<file path="src/ccpo_pkg.sv">
// Purpose: shared types and constants for the channel coarse phase offset block
// Assumes: one sample clock feeds both channels
// Notes:   offsets are counted in waveform points

package ccpo_pkg;

    // ==========================================================
    // widths and constants
    localparam int unsigned CCPO_PT_W      = 24;
    localparam logic [CCPO_PT_W-1:0] CCPO_OFS_RST = 24'h000000;
    localparam int unsigned CCPO_STEP_LOG2 = 3;
    localparam logic [CCPO_PT_W-1:0] CCPO_STEP    = 24'h000008;
    localparam logic [CCPO_PT_W-1:0] CCPO_MARGIN  = 24'h000080;

    typedef enum logic [1:0] {
        CCPO_RUN_CONT,
        CCPO_RUN_TRIG,
        CCPO_RUN_GATED,
        CCPO_RUN_BURST
    } ccpo_run_t;

    // host command: write or query one channel's offset
    typedef struct packed {
        logic                 wr;
        logic                 rd;
        logic                 ch;
        logic [CCPO_PT_W-1:0] value;
    } ccpo_cmd_t;

    // query answer
    typedef struct packed {
        logic                 valid;
        logic [CCPO_PT_W-1:0] value;
    } ccpo_rsp_t;

endpackage

</file>
<file path="src/ccpo_core.sv">
// Purpose: coarse start-phase offset between two coupled output channels
// Assumes: host keeps values in 0..len-128 and equal lengths on both channels
// Notes:   delay is quantised to 8 sample clocks
// Operation
// - the lag between channels is the difference of the two settings.
// - the offset is applied only in steps of eight sample clocks.
// - the offset acts only in continuous run mode with the channels synchronised.
// - a query returns the held offset in waveform points.
// - the offset is honoured only while coupled; either channel may lead.

`timescale 1ns/1ps

module ccpo_core
    import ccpo_pkg::*;
(
    // clock and reset
    input  wire logic      clk,
    input  wire logic      rst_b,
    input  wire logic      clk_en,
    // host command and answer
    input  wire ccpo_cmd_t cmd,
    output ccpo_rsp_t      rsp,
    // mode from the rest of the generator
    input  wire ccpo_run_t run_mode,
    input  wire logic      couple_on,
    // start request and per-channel starts
    input  wire logic      start_req,
    output logic           start_ch1,
    output logic           start_ch2,
    output logic           delay_busy
);

    // ==========================================================
    // offset settings
    logic [CCPO_PT_W-1:0] ofs1_reg, ofs2_reg;
    logic                 apply;
    logic [CCPO_PT_W-1:0] diff;
    logic                 ch2_lags;
    logic [CCPO_PT_W-1:0] dly_q;

    always_ff @(posedge clk) begin
        if (!rst_b) begin
            ofs1_reg <= CCPO_OFS_RST;
            ofs2_reg <= CCPO_OFS_RST;
        end else if (clk_en && cmd.wr) begin
            if (cmd.ch)
                ofs2_reg <= cmd.value;
            else
                ofs1_reg <= cmd.value;
        end
    end

    // query answer, one cycle after the request
    always_ff @(posedge clk) begin
        if (!rst_b) begin
            rsp <= '0;
        end else if (clk_en) begin
            rsp.valid <= cmd.rd;
            rsp.value <= cmd.ch ? ofs2_reg : ofs1_reg;
        end
    end

    // ==========================================================
    // relative delay
    assign apply    = couple_on && (run_mode == CCPO_RUN_CONT);
    assign ch2_lags = (ofs1_reg >= ofs2_reg);
    assign diff     = ch2_lags ? (ofs1_reg - ofs2_reg) : (ofs2_reg - ofs1_reg);
    // drop the low bits: finer phase belongs to the skew stage
    assign dly_q    = {diff[CCPO_PT_W-1:CCPO_STEP_LOG2], {CCPO_STEP_LOG2{1'b0}}};

    // ==========================================================
    // start sequencing
    logic [CCPO_PT_W-1:0] cnt_reg;
    logic                 lag2_reg;

    always_ff @(posedge clk) begin
        if (!rst_b) begin
            cnt_reg    <= '0;
            lag2_reg   <= 1'b0;
            delay_busy <= 1'b0;
            start_ch1  <= 1'b0;
            start_ch2  <= 1'b0;
        end else if (clk_en) begin
            start_ch1 <= 1'b0;
            start_ch2 <= 1'b0;
            if (start_req && !delay_busy) begin
                if (!apply || dly_q == '0) begin
                    start_ch1 <= 1'b1;
                    start_ch2 <= 1'b1;
                end else begin
                    // leading channel starts now, the other waits
                    start_ch1  <= ch2_lags;
                    start_ch2  <= !ch2_lags;
                    lag2_reg   <= ch2_lags;
                    cnt_reg    <= dly_q - 24'h000001;
                    delay_busy <= 1'b1;
                end
            end else if (delay_busy) begin
                if (cnt_reg == '0) begin
                    delay_busy <= 1'b0;
                    start_ch2  <= lag2_reg;
                    start_ch1  <= !lag2_reg;
                end else begin
                    cnt_reg <= cnt_reg - 24'h000001;
                end
            end
        end
    end

    // ==========================================================
    // lag measurement: cycles from the leading to the lagging start
    // kept apart from cnt_reg so the check does not reuse the counter it judges
    logic [CCPO_PT_W-1:0] lag_cnt_reg;
    logic [CCPO_PT_W-1:0] lag_exp_reg;

    always_ff @(posedge clk) begin
        if (!rst_b) begin
            lag_cnt_reg <= '0;
            lag_exp_reg <= '0;
        end else if (clk_en) begin
            if (start_req && !delay_busy) begin
                lag_cnt_reg <= '0;
                lag_exp_reg <= dly_q;
            end else if (delay_busy) begin
                lag_cnt_reg <= lag_cnt_reg + 24'h000001;
            end
        end
    end
endmodule // ccpo_core

</file>
<file path="config.mk">
export PLATFORM = sky130hd
export DESIGN_NAME = ccpo_core
export DESIGN_NICKNAME = d
export VERILOG_FILES = /design/src/ccpo_pkg.sv /design/src/ccpo_core.sv
export SDC_FILE = /design/constraint.sdc
export NUM_CORES = 1
export LEC_CHECK = 0
export BUFFER_PORTS_ARGS = -buffer_cell sky130_fd_sc_hd__clkbuf_2
export CORE_ASPECT_RATIO = 0.7
export CORE_MARGIN = 2
export CORE_UTILIZATION = 56
export CTS_CLUSTER_DIAMETER = 120
export DETAILED_ROUTE_END_ITERATION = 16
export MAX_ROUTING_LAYER = met4
export PLACE_DENSITY_LB_ADDON = 0.3
export SLEW_MARGIN = 15
export SYNTH_ARGS = -nofsm -noshare
export SYNTH_HDL_FRONTEND = slang
export SYNTH_SLANG_ARGS = --single-unit
</file>
<file path="constraint.sdc">
create_clock -name clk -period 4.15 [get_ports clk]
set_input_delay 0.2075 -clock clk [delete_from_list [all_inputs] [get_ports clk]]
set_output_delay 0.2075 -clock clk [all_outputs]
set_load 0.02 [all_outputs]
</file>
# Word level (Yosys, flattened, before mapping)

Index checks and enable logic that the tools add are counted.

Register bits: 101
Latch bits: 0
Memory bits (writable): 0
Bits in read-only memories: 0
Input port bits: 34
Output and inout bits: 28
Word-level logic and storage cells: 53
Memories kept: 0

Add/subtract/negate cells: 4
Multiply operators: 0
Divide/modulo/power cells: 0
$lt $le $gt $ge: 1
Equality and inequality tests: 2
Shift operators: 0
Multiplexer cells: 18
Bitwise operators: 2
Reductions and logical operators: 17

Operators with widths:

| operator                                                              | number |
|---|---|
| 24-bit 2-to-1 mux                                                     | 6 |
| 24-bit zero test                                                      | 2 |
| 24-bit by 1-bit subtractor with 24-bit output (second input constant) | 2 |
| 24-bit subtractor                                                     | 2 |
| 24-bit >= comparator                                                  | 1 |
| 1-bit 2-to-1 mux                                                      | 12 |
| 2-bit AND reduction                                                   | 3 |
| 1-bit zero test                                                       | 4 |
| 2-bit != test (second input constant)                                 | 2 |
| 4-bit AND reduction                                                   | 1 |
| 1-bit logical AND                                                     | 3 |
| 3-bit AND reduction                                                   | 1 |
| 2-bit zero test                                                       | 1 |
| 1-bit inverter                                                        | 2 |
| 2-bit nonzero test                                                    | 1 |
| 1-bit logical OR                                                      | 1 |

# Longest topological paths before layout

Gate-level depths: netlist of run 1.

Depth after elaboration: 6
Depth in mapped cells: 21

# Worst setup path before layout of run 1

OpenSTA, ideal clock, no wires.

Path kind: reg-to-reg
Start point: register ofs1_reg[3]
End point: register cnt_reg[21]
Library setup time: 126 ps
Arrival time: 3986 ps
Slack: 39 ps
Cell stages (with the launch flop): 21
Path buffers: 3
Clock period less this slack: 4111 ps
Cells stage by stage: dfxtp_1 -> inv_1 -> ha_1 -> buf_6 -> and2_4 -> buf_6 -> o21a_2 -> o31ai_4 -> a31oi_2 -> nor2_4 -> clkbuf_1 -> nor2_1 -> a21oi_1 -> xnor2_1 -> ha_1 -> o211ai_1 -> nand3b_1 -> nor4b_1 -> mux2i_1 -> a21boi_0 -> o21ai_0

Cells in the longest elaborated chain, start to end: 6

Ends and longest elaborated chain:

| element                                                                               | line                             | RTL |
|---|---|---|
| start, declared                                                                       | ccpo_core.sv:35                  | `logic [CCPO_PT_W-1:0] ofs1_reg, ofs2_reg;` |
| start signal, assigned                                                                | ccpo_core.sv:49                  | `ofs1_reg <= cmd.value;` |
| 24-bit subtractor / 24-bit >= comparator (equally long branches)                      | ccpo_core.sv:67, ccpo_core.sv:66 |  |
| 24-bit 2-to-1 mux (*)                                                                 | ccpo_core.sv:67                  | `assign diff = ch2_lags ? (ofs1_reg - ofs2_reg) : (ofs2_reg - ofs1_reg);` |
| branches (longest 4 deep; another with 24-bit by 1-bit subtractor with 24-bit output) | n/a                              |  |
| end signal, assigned                                                                  | ccpo_core.sv:95                  | `cnt_reg <= dly_q - 24'h000001;` |
| end signal, assigned                                                                  | ccpo_core.sv:104                 | `cnt_reg <= cnt_reg - 24'h000001;` |
| end, declared                                                                         | ccpo_core.sv:73                  | `logic [CCPO_PT_W-1:0] cnt_reg;` |

Every way passes the cells marked *. The select of a mux whose other input is x is not followed.
A chain may end at the register's enable or synchronous reset.

# Worst setup path in the final report of run 1

Start point: register ofs1_reg[2]
End point: register cnt_reg[3]

Same word-level chain as after synthesis.

==> results of run 1 <==
## where the power goes
group / total, mW / internal, mW / switching (mW) / leakage (nW)
clock: 0.852 / 0.418 / 0.434 / 0.136
sequential: 1.04 / 1.01 / 0.0317 / 0.825
combinational: 1.70 / 0.734 / 0.963 / 2.79
## placed cells by master, fill, tap and decap left out, drive strengths merged, types with 4 or more instances in the layout
master	count
nand3	23
nor4	4
mux2i	34
nand4	14
nor3b	4
or2	8
clkbuf	70
a31oi	8
o32ai	5
a21oi	131
nor2b	6
nor2	94
buf	87
xnor2	24
nand2	164
nand2b	6
and3	6
a221oi	5
a21o	8
nor3	29
nand3b	4
or3	12
xor2	12
a21boi	6
o21a	8
dfxtp	101
o22ai	6
ha	49
and2	7
o21ai	63
o211ai	12
a211oi	39
inv	64
o31ai	4
## layer usage
layer / GRT usage (%) / vias up
li1: - / 3997
met1: 41.55 / 3880
met2: 50.62 / 344
met3: 5.219 / 26
met4: 6.561 / 0
met5: - / -
## per-stage QoR
step | cells | instance area, µm² | utilization (%) | setup TNS, ns
global route | 1358 | 9219 | 66.67 | -0.1122
floorplan | 1073 | 7880 | - | 0
finish | 1358 | 9219 | 66.67 | 0
global placement | 1327 | 8650 | 62.55 | 0
CTS | 1344 | 8951 | 64.73 | 0
detailed placement | 1327 | 8650 | 62.55 | 0
## layout make-up
type | count | share of cell area [%]
Sequential cell | 101 | 21.99
Inverter | 61 | 2.484
Clock inverter | 6 | 0.6107
Tap cell | 190 | 2.579
Multi-Input combinational cell | 843 | 59.28
Timing Repair Buffer | 148 | 10.61
Clock buffer | 9 | 2.443
## path summary, 6_finish.rpt
kind | startpoint | endpoint | slack, ns | cells after the start
setup / recovery | ofs1_reg[2] | cnt_reg[3] | 0.22 | 15
hold / removal | cmd[19] | ofs1_reg[19] | 0.07 | 3
setup reg to reg | ofs1_reg[2] | cnt_reg[3] | 0.22 | 15
hold reg to reg | cnt_reg[18] | cnt_reg[18] | 0.47 | 2
## logic make-up after synthesis
kind of cell / count (synthesis) / share of synthesized area (%)
multiplexers: 37 / 4.748
AND/OR/NAND/NOR: 386 / 22.83
adder cells (fa/ha/maj): 49 / 7.780
XOR/XNOR: 36 / 4.382
buffers and inverters: 129 / 6.986
AO/OA/AOI/OAI: 335 / 27.61
flip-flops: 101 / 25.66
## critical path, delay by kind of cell (launching register included)
| family | cells | cell delay, ns |
|---|---|---|
| compound gates | 9 | 2.37 |
| xor+xnor | 1 | 0.16 |
| fa+ha+maj | 1 | 0.30 |
| buf+inv | 3 | 0.37 |
| flops | 1 | 0.34 |
| simple gates | 1 | 0.29 |
## what timing repair did
| item | in CTS | in global routing |
|---|---|---|
| endpoints found under the setup margin | 4 | 26 |
| setup buffers | 2 | 14 |
| hold buffers | 0 | 0 |
| gates resized for setup | 1 | 39 |
| pin swaps | 1 | 17 |
==> flow_metrics.py, run 1 <==
metrics = {
    "timing": {
        "worst_slew_pin_slew_ns": 1.003,
        "grt_setup_unrepaired": "yes",
        "fin_crit_ns": 3.927,
        "post-route-period-util_pct": 94.64,
        "setup_viol": 0,
        "setup_ws_ns": 0.2226,
        "slew_headroom_pct": 33.15,
        "slew_violations": 0,
        "fin_skew_ns": 0.01091,
        "max_freq_ghz": 0.2546,
        "hold_ws_ns": 0.07291,
        "final_hold_viol_count": 0,
    },
    "logic_synthesis": {
        "synthTopCellsByCount": "nand2_1 (163), a21oi_1 (131), dfxtp_1 (101)",
        "synth.most_common_cell": "nand2_1",
        "synth_top_area_cell": "dfxtp_1",
        "synth.top_cell.area_share_pct": 25.66,
        "syn_nets": 1156,
        "yosysSeqAreaShare_pct": 25.66,
        "ys.flop_type": "dfxtp_1",
        "ys_ff_latch": 101,
        "async_flop_share_pct": 0,
        "syn_inst": 1073,
        "synth_edf_count": 0,
        "yosysWarnings": 0,
        "yosys-top-cells-area": "dfxtp_1 (26%), a21oi_1 (8.3%), ha_1 (7.8%)",
        "syn-cell-area_um2": 7880,
        "synth_cell_type_count": 82,
        "synth_area_per_cell_um2": 7.344,
    },
    "final_layout": {
        "largest_register": "rsp",
        "seq_area_um2": 2027,
        "fin_nets": 1247,
        "drive_above_1_share_pct": 20.21,
        "num-fill-cells": 1259,
        "diodes": 0,
        "syn_to_final_growth_pct": 16.99,
        "multi_input_area_um2": 5465,
        "largest_reg_flops": 25,
    },
    "cts": {
        "clk_latency_ns": 0.37,
        "cts_buffer_depth": 2,
        "cts_root_buffer": "clkbuf_16",
        "clk_pin_slew_ns": 0.08,
        "numCtsBuffers": 9,
        "cts_max_level": 3,
        "cts_tree": "yes",
        "clock_sinks": 101,
    },
    "detailed_routing": {
        "ant_nets": 0,
        "avgViaCountPerCell": 6.073,
        "wl_met3_um": 1693,
        "drt-initial-drc-count": 797,
        "top_layer_used": "met4",
        "route.detailed.drc": 0,
        "wl_per_cell_um": 17.05,
        "wl_met2_um": 10450,
        "drt_wl_total_um": 23150,
        "drt_first_pass_iters": 5,
        "m1WireLength_um": 10740,
        "vias": 8247,
    },
    "worst_setup_path": {
        "crit_chain": "inv_1, ha_1, buf_4, a21oi_1, a21oi_1, o311ai_0, a21o_1, a21oi_1, o32ai_1, xor2_1, and3_2, a31oi_4, buf_4, o21ai_0, a221oi_2",
        "crit_top_cell": "a21oi_1",
        "path_class": "reg2reg",
        "cp_slowest_cell": "o311ai_0",
        "crit_required_ns": 4.43,
        "critical_path.max_fanout": 8,
        "critical-path-max-stage-delay_ns": 0.74,
        "worstPathArrival_ns": 4.20,
        "startpoint_type": "flop",
        "worst_setup_path_end_kind": "flop",
    },
    "die": {
        "fp.dieH_um": 103.2,
        "core-area_um2": 13830,
        "die_w_um": 145.8,
        "pin_count": 62,
        "start_util_pct": 56.99,
        "die_area_um2": 15050,
        "std_cell_rows": 36,
    },
    "global_route": {
        "grt_pass1_vias": 7413,
        "grtUsageTotal_pct": 31.22,
        "grt_pass1_wl_um": 36980,
        "grt_antenna_before_repair": 0,
        "overflow": 0,
        "grt_max_degree": 53,
    },
    "pwr": {
        "total_power_mw": 3.587,
        "p_leak_nw": 3.747,
        "peakVddDrop_uv": 237.9,
        "power_density_nw_per_um2": 389.0,
    },
    "placed_design": {
        "place_ws_ns": 0.006413,
        "dpl.hpwl_um": 17100,
        "numPortBuffers": 61,
        "gp_congestion": 0.9562,
    },
    "min_path": {
        "hold_path.class": "in2reg",
    },
    "flow_run": {
        "cap_violations": 0,
    },
    "status": {
        "status": "finished clean",
    },
}
No activity file was read; power rests on OpenSTA's default activity.
==> inputs of run 2 (changes only) <==
--- a/config.mk
+++ b/config.mk
@@ -13,6 +13,7 @@
 export DETAILED_ROUTE_END_ITERATION = 16
 export MAX_ROUTING_LAYER = met4
 export PLACE_DENSITY_LB_ADDON = 0.3
+export SKIP_CTS_REPAIR_TIMING = 1
 export SLEW_MARGIN = 15
 export SYNTH_ARGS = -nofsm -noshare
 export SYNTH_HDL_FRONTEND = slang
==> constraint.sdc (replaced) <==
create_clock -name clk -period 4.15 [get_ports clk]
set_input_delay 1.0375 -clock clk [delete_from_list [all_inputs] [get_ports clk]]
set_output_delay 1.0375 -clock clk [all_outputs]
set_load 0.02 [all_outputs]
==> run 2 against run 1 <==
Power up 0.44%. Fmax fell by 2.5%. Via count decreased by 0.29%. Non-clock buffer count is 15 lower. First-iteration DRC count grew 3.3%. Largest power group unchanged.
==> flow_metrics.py, run 2 (synthesized netlist as in run 1, its figures left out) <==
metrics = {
    "status": {
        "status": "finished clean",
    },
    "timing": {
        "max_freq_ghz": 0.2481,
        "finalSetupTns_ns": 0,
        "slew_violations": 0,
        "worst_slew_pin_slew_ns": 1.112,
        "fin_crit_ns": 4.030,
        "slew_headroom_pct": 25.88,
        "setup_viol": 0,
        "fin_skew_ns": 0.007548,
        "post-route-period-util_pct": 97.11,
        "final_hold_viol_count": 0,
        "hold_ws_ns": 0.4720,
    },
    "detailed_routing": {
        "vias": 8223,
        "drt_wl_total_um": 22200,
        "drt_first_pass_iters": 8,
        "route.detailed.drc": 0,
        "avgViaCountPerCell": 6.114,
        "drt-initial-drc-count": 823,
        "wl_per_cell_um": 16.51,
        "ant_nets": 0,
    },
    "cts": {
        "cts_root_buffer": "clkbuf_16",
        "clk_pin_slew_ns": 0.08,
        "cts_buffer_depth": 2,
        "cts_tree": "yes",
        "numCtsBuffers": 9,
        "clock_sinks": 101,
        "cts_max_level": 3,
        "clk_latency_ns": 0.37,
    },
    "die": {
        "die_area_um2": 15050,
        "start_util_pct": 56.99,
        "core-area_um2": 13830,
        "pin_count": 62,
        "die_w_um": 145.8,
        "fp.dieH_um": 103.2,
        "std_cell_rows": 36,
    },
    "pwr": {
        "peakVddDrop_uv": 269.5,
        "p_clk_share_pct": 24.2,
        "power_switching_mw": 1.446,
        "pwr-share-seq_pct": 28.8,
        "p_int_mw": 2.156,
        "switching_share_pct": 40.15,
        "comb_power_share_pct": 46.9,
        "total_power_mw": 3.602,
        "power_density_nw_per_um2": 395.4,
        "p_leak_nw": 3.670,
    },
    "final_layout": {
        "drive_above_1_share_pct": 18.87,
        "fin_nets": 1233,
        "largest_reg_flops": 25,
        "largest_register": "rsp",
        "syn_to_final_growth_pct": 15.62,
        "num-fill-cells": 1246,
        "fin_util_pct": 65.89,
        "diodes": 0,
        "final_common_cell": "nand2_1",
        "layout_common_cells": "nand2_1 (163), a21oi_1 (127), dfxtp_1 (98)",
    },
    "worst_setup_path": {
        "worst_setup_path_end_kind": "flop",
        "crit_path_end": "cnt_reg[23]",
        "critPathLaunch": "ofs1_reg[11]",
        "reg2reg_to": "cnt_reg[23]",
        "cp_top_family": "compound AO/OA/AOI/OAI gates",
        "crit_buf_inv": 3,
        "path_class": "reg2reg",
        "reg2reg_setup_slack_ns": 0.12,
        "startpoint_type": "flop",
        "critical-path-max-stage-delay_ns": 0.37,
        "crit_required_ns": 4.46,
        "cp_slowest_cell": "dfxtp_1",
        "worstRegToRegCells": 19,
        "worstSetupPathDepth": 19,
        "r2r-start": "ofs1_reg[11]",
        "crit_chain": "inv_1, ha_2, a21oi_1, o21ai_1, a21oi_2, a31oi_2, buf_6, nor2_4, nor2_1, a21oi_2, xnor2_2, ha_2, o211ai_1, nand3b_1, buf_4, nor4_2, mux2_2, nand2_1, a32o_1",
        "critical_path.max_fanout": 10,
        "worstPathArrival_ns": 4.34,
    },
    "global_route": {
        "grt_antenna_before_repair": 0,
        "grt_pass1_vias": 7156,
        "grt_max_degree": 55,
        "overflow": 0,
        "grt_pass1_wl_um": 35630,
        "grtUsageTotal_pct": 29.74,
    },
    "placed_design": {
        "gp_congestion": 1.057,
        "dpl.hpwl_um": 16230,
        "numPortBuffers": 61,
    },
    "min_path": {
        "hold_path.class": "reg2reg",
    },
    "flow_run": {
        "cap_violations": 0,
    },
}
run 2: power groups by stage:
stage / clock network (mW) / registers [mW] / logic (mW)
2_1_floorplan: 0 / 1.07 / 1.09
4_1_cts: 0.881 / 1.04 / 1.54
5_1_grt: 0.920 / 1.04 / 1.83
6_report: 0.873 / 1.04 / 1.69
3_3_place_gp: 0 / 1.06 / 1.51
3_5_place_dp: 0 / 1.06 / 1.53
run 2: per-stage QoR:
step | instances | setup WS, ns | area [µm²]
2_1_floorplan | 1073 | 0.03863 | 7880
6_report | 1345 | 0.1200 | 9111
3_5_place_dp | 1313 | -0.1866 | 8557
5_1_grt | 1345 | -0.03823 | 9111
3_3_place_gp | 1313 | 0.01313 | 8557
4_1_cts | 1329 | -0.2368 | 8846
run 2: layer usage:
layer	part of all wire [%]	wire length [µm]	GRT usage (%)	up-vias
met5	0	0	-	-
met4	1.7	376	7.541	0
li1	-	-	-	3972
met2	44	9672	46.01	403
met1	45	10060	40.78	3811
met3	9.4	2097	4.912	37
run 2: worst min-delay path by stage:
stage | startpoint | to | slack, ns | cells past startpoint
after floorplan | cnt_reg[18] | cnt_reg[18] | 0.44 | 2
after global placement | cnt_reg[18] | cnt_reg[18] | 0.46 | 2
after detailed placement | cnt_reg[18] | cnt_reg[18] | 0.46 | 2
after CTS | cnt_reg[18] | cnt_reg[18] | 0.47 | 2
after global routing | cnt_reg[10] | cnt_reg[10] | 0.50 | 2
final | ofs2_reg[23] | ofs2_reg[23] | 0.47 | 2
run 2: area by class of cell:
cell class	instances	area (µm²)	area share (%)
multi-input cells	844	5451	59.83
flip-flops and latches	101	2026	22.23
repair buffers	133	878.3	9.640
well taps	190	237.7	2.609
clock buffers	10	229.0	2.513
inverters	61	229.0	2.513
clock inverters	6	60.06	0.6592
run 2: tightest hold or removal path, stage by stage, from the launching register on:
cell     delay, ns
dfxtp_1       0.32
nand2_1       0.05
a21oi_1       0.05
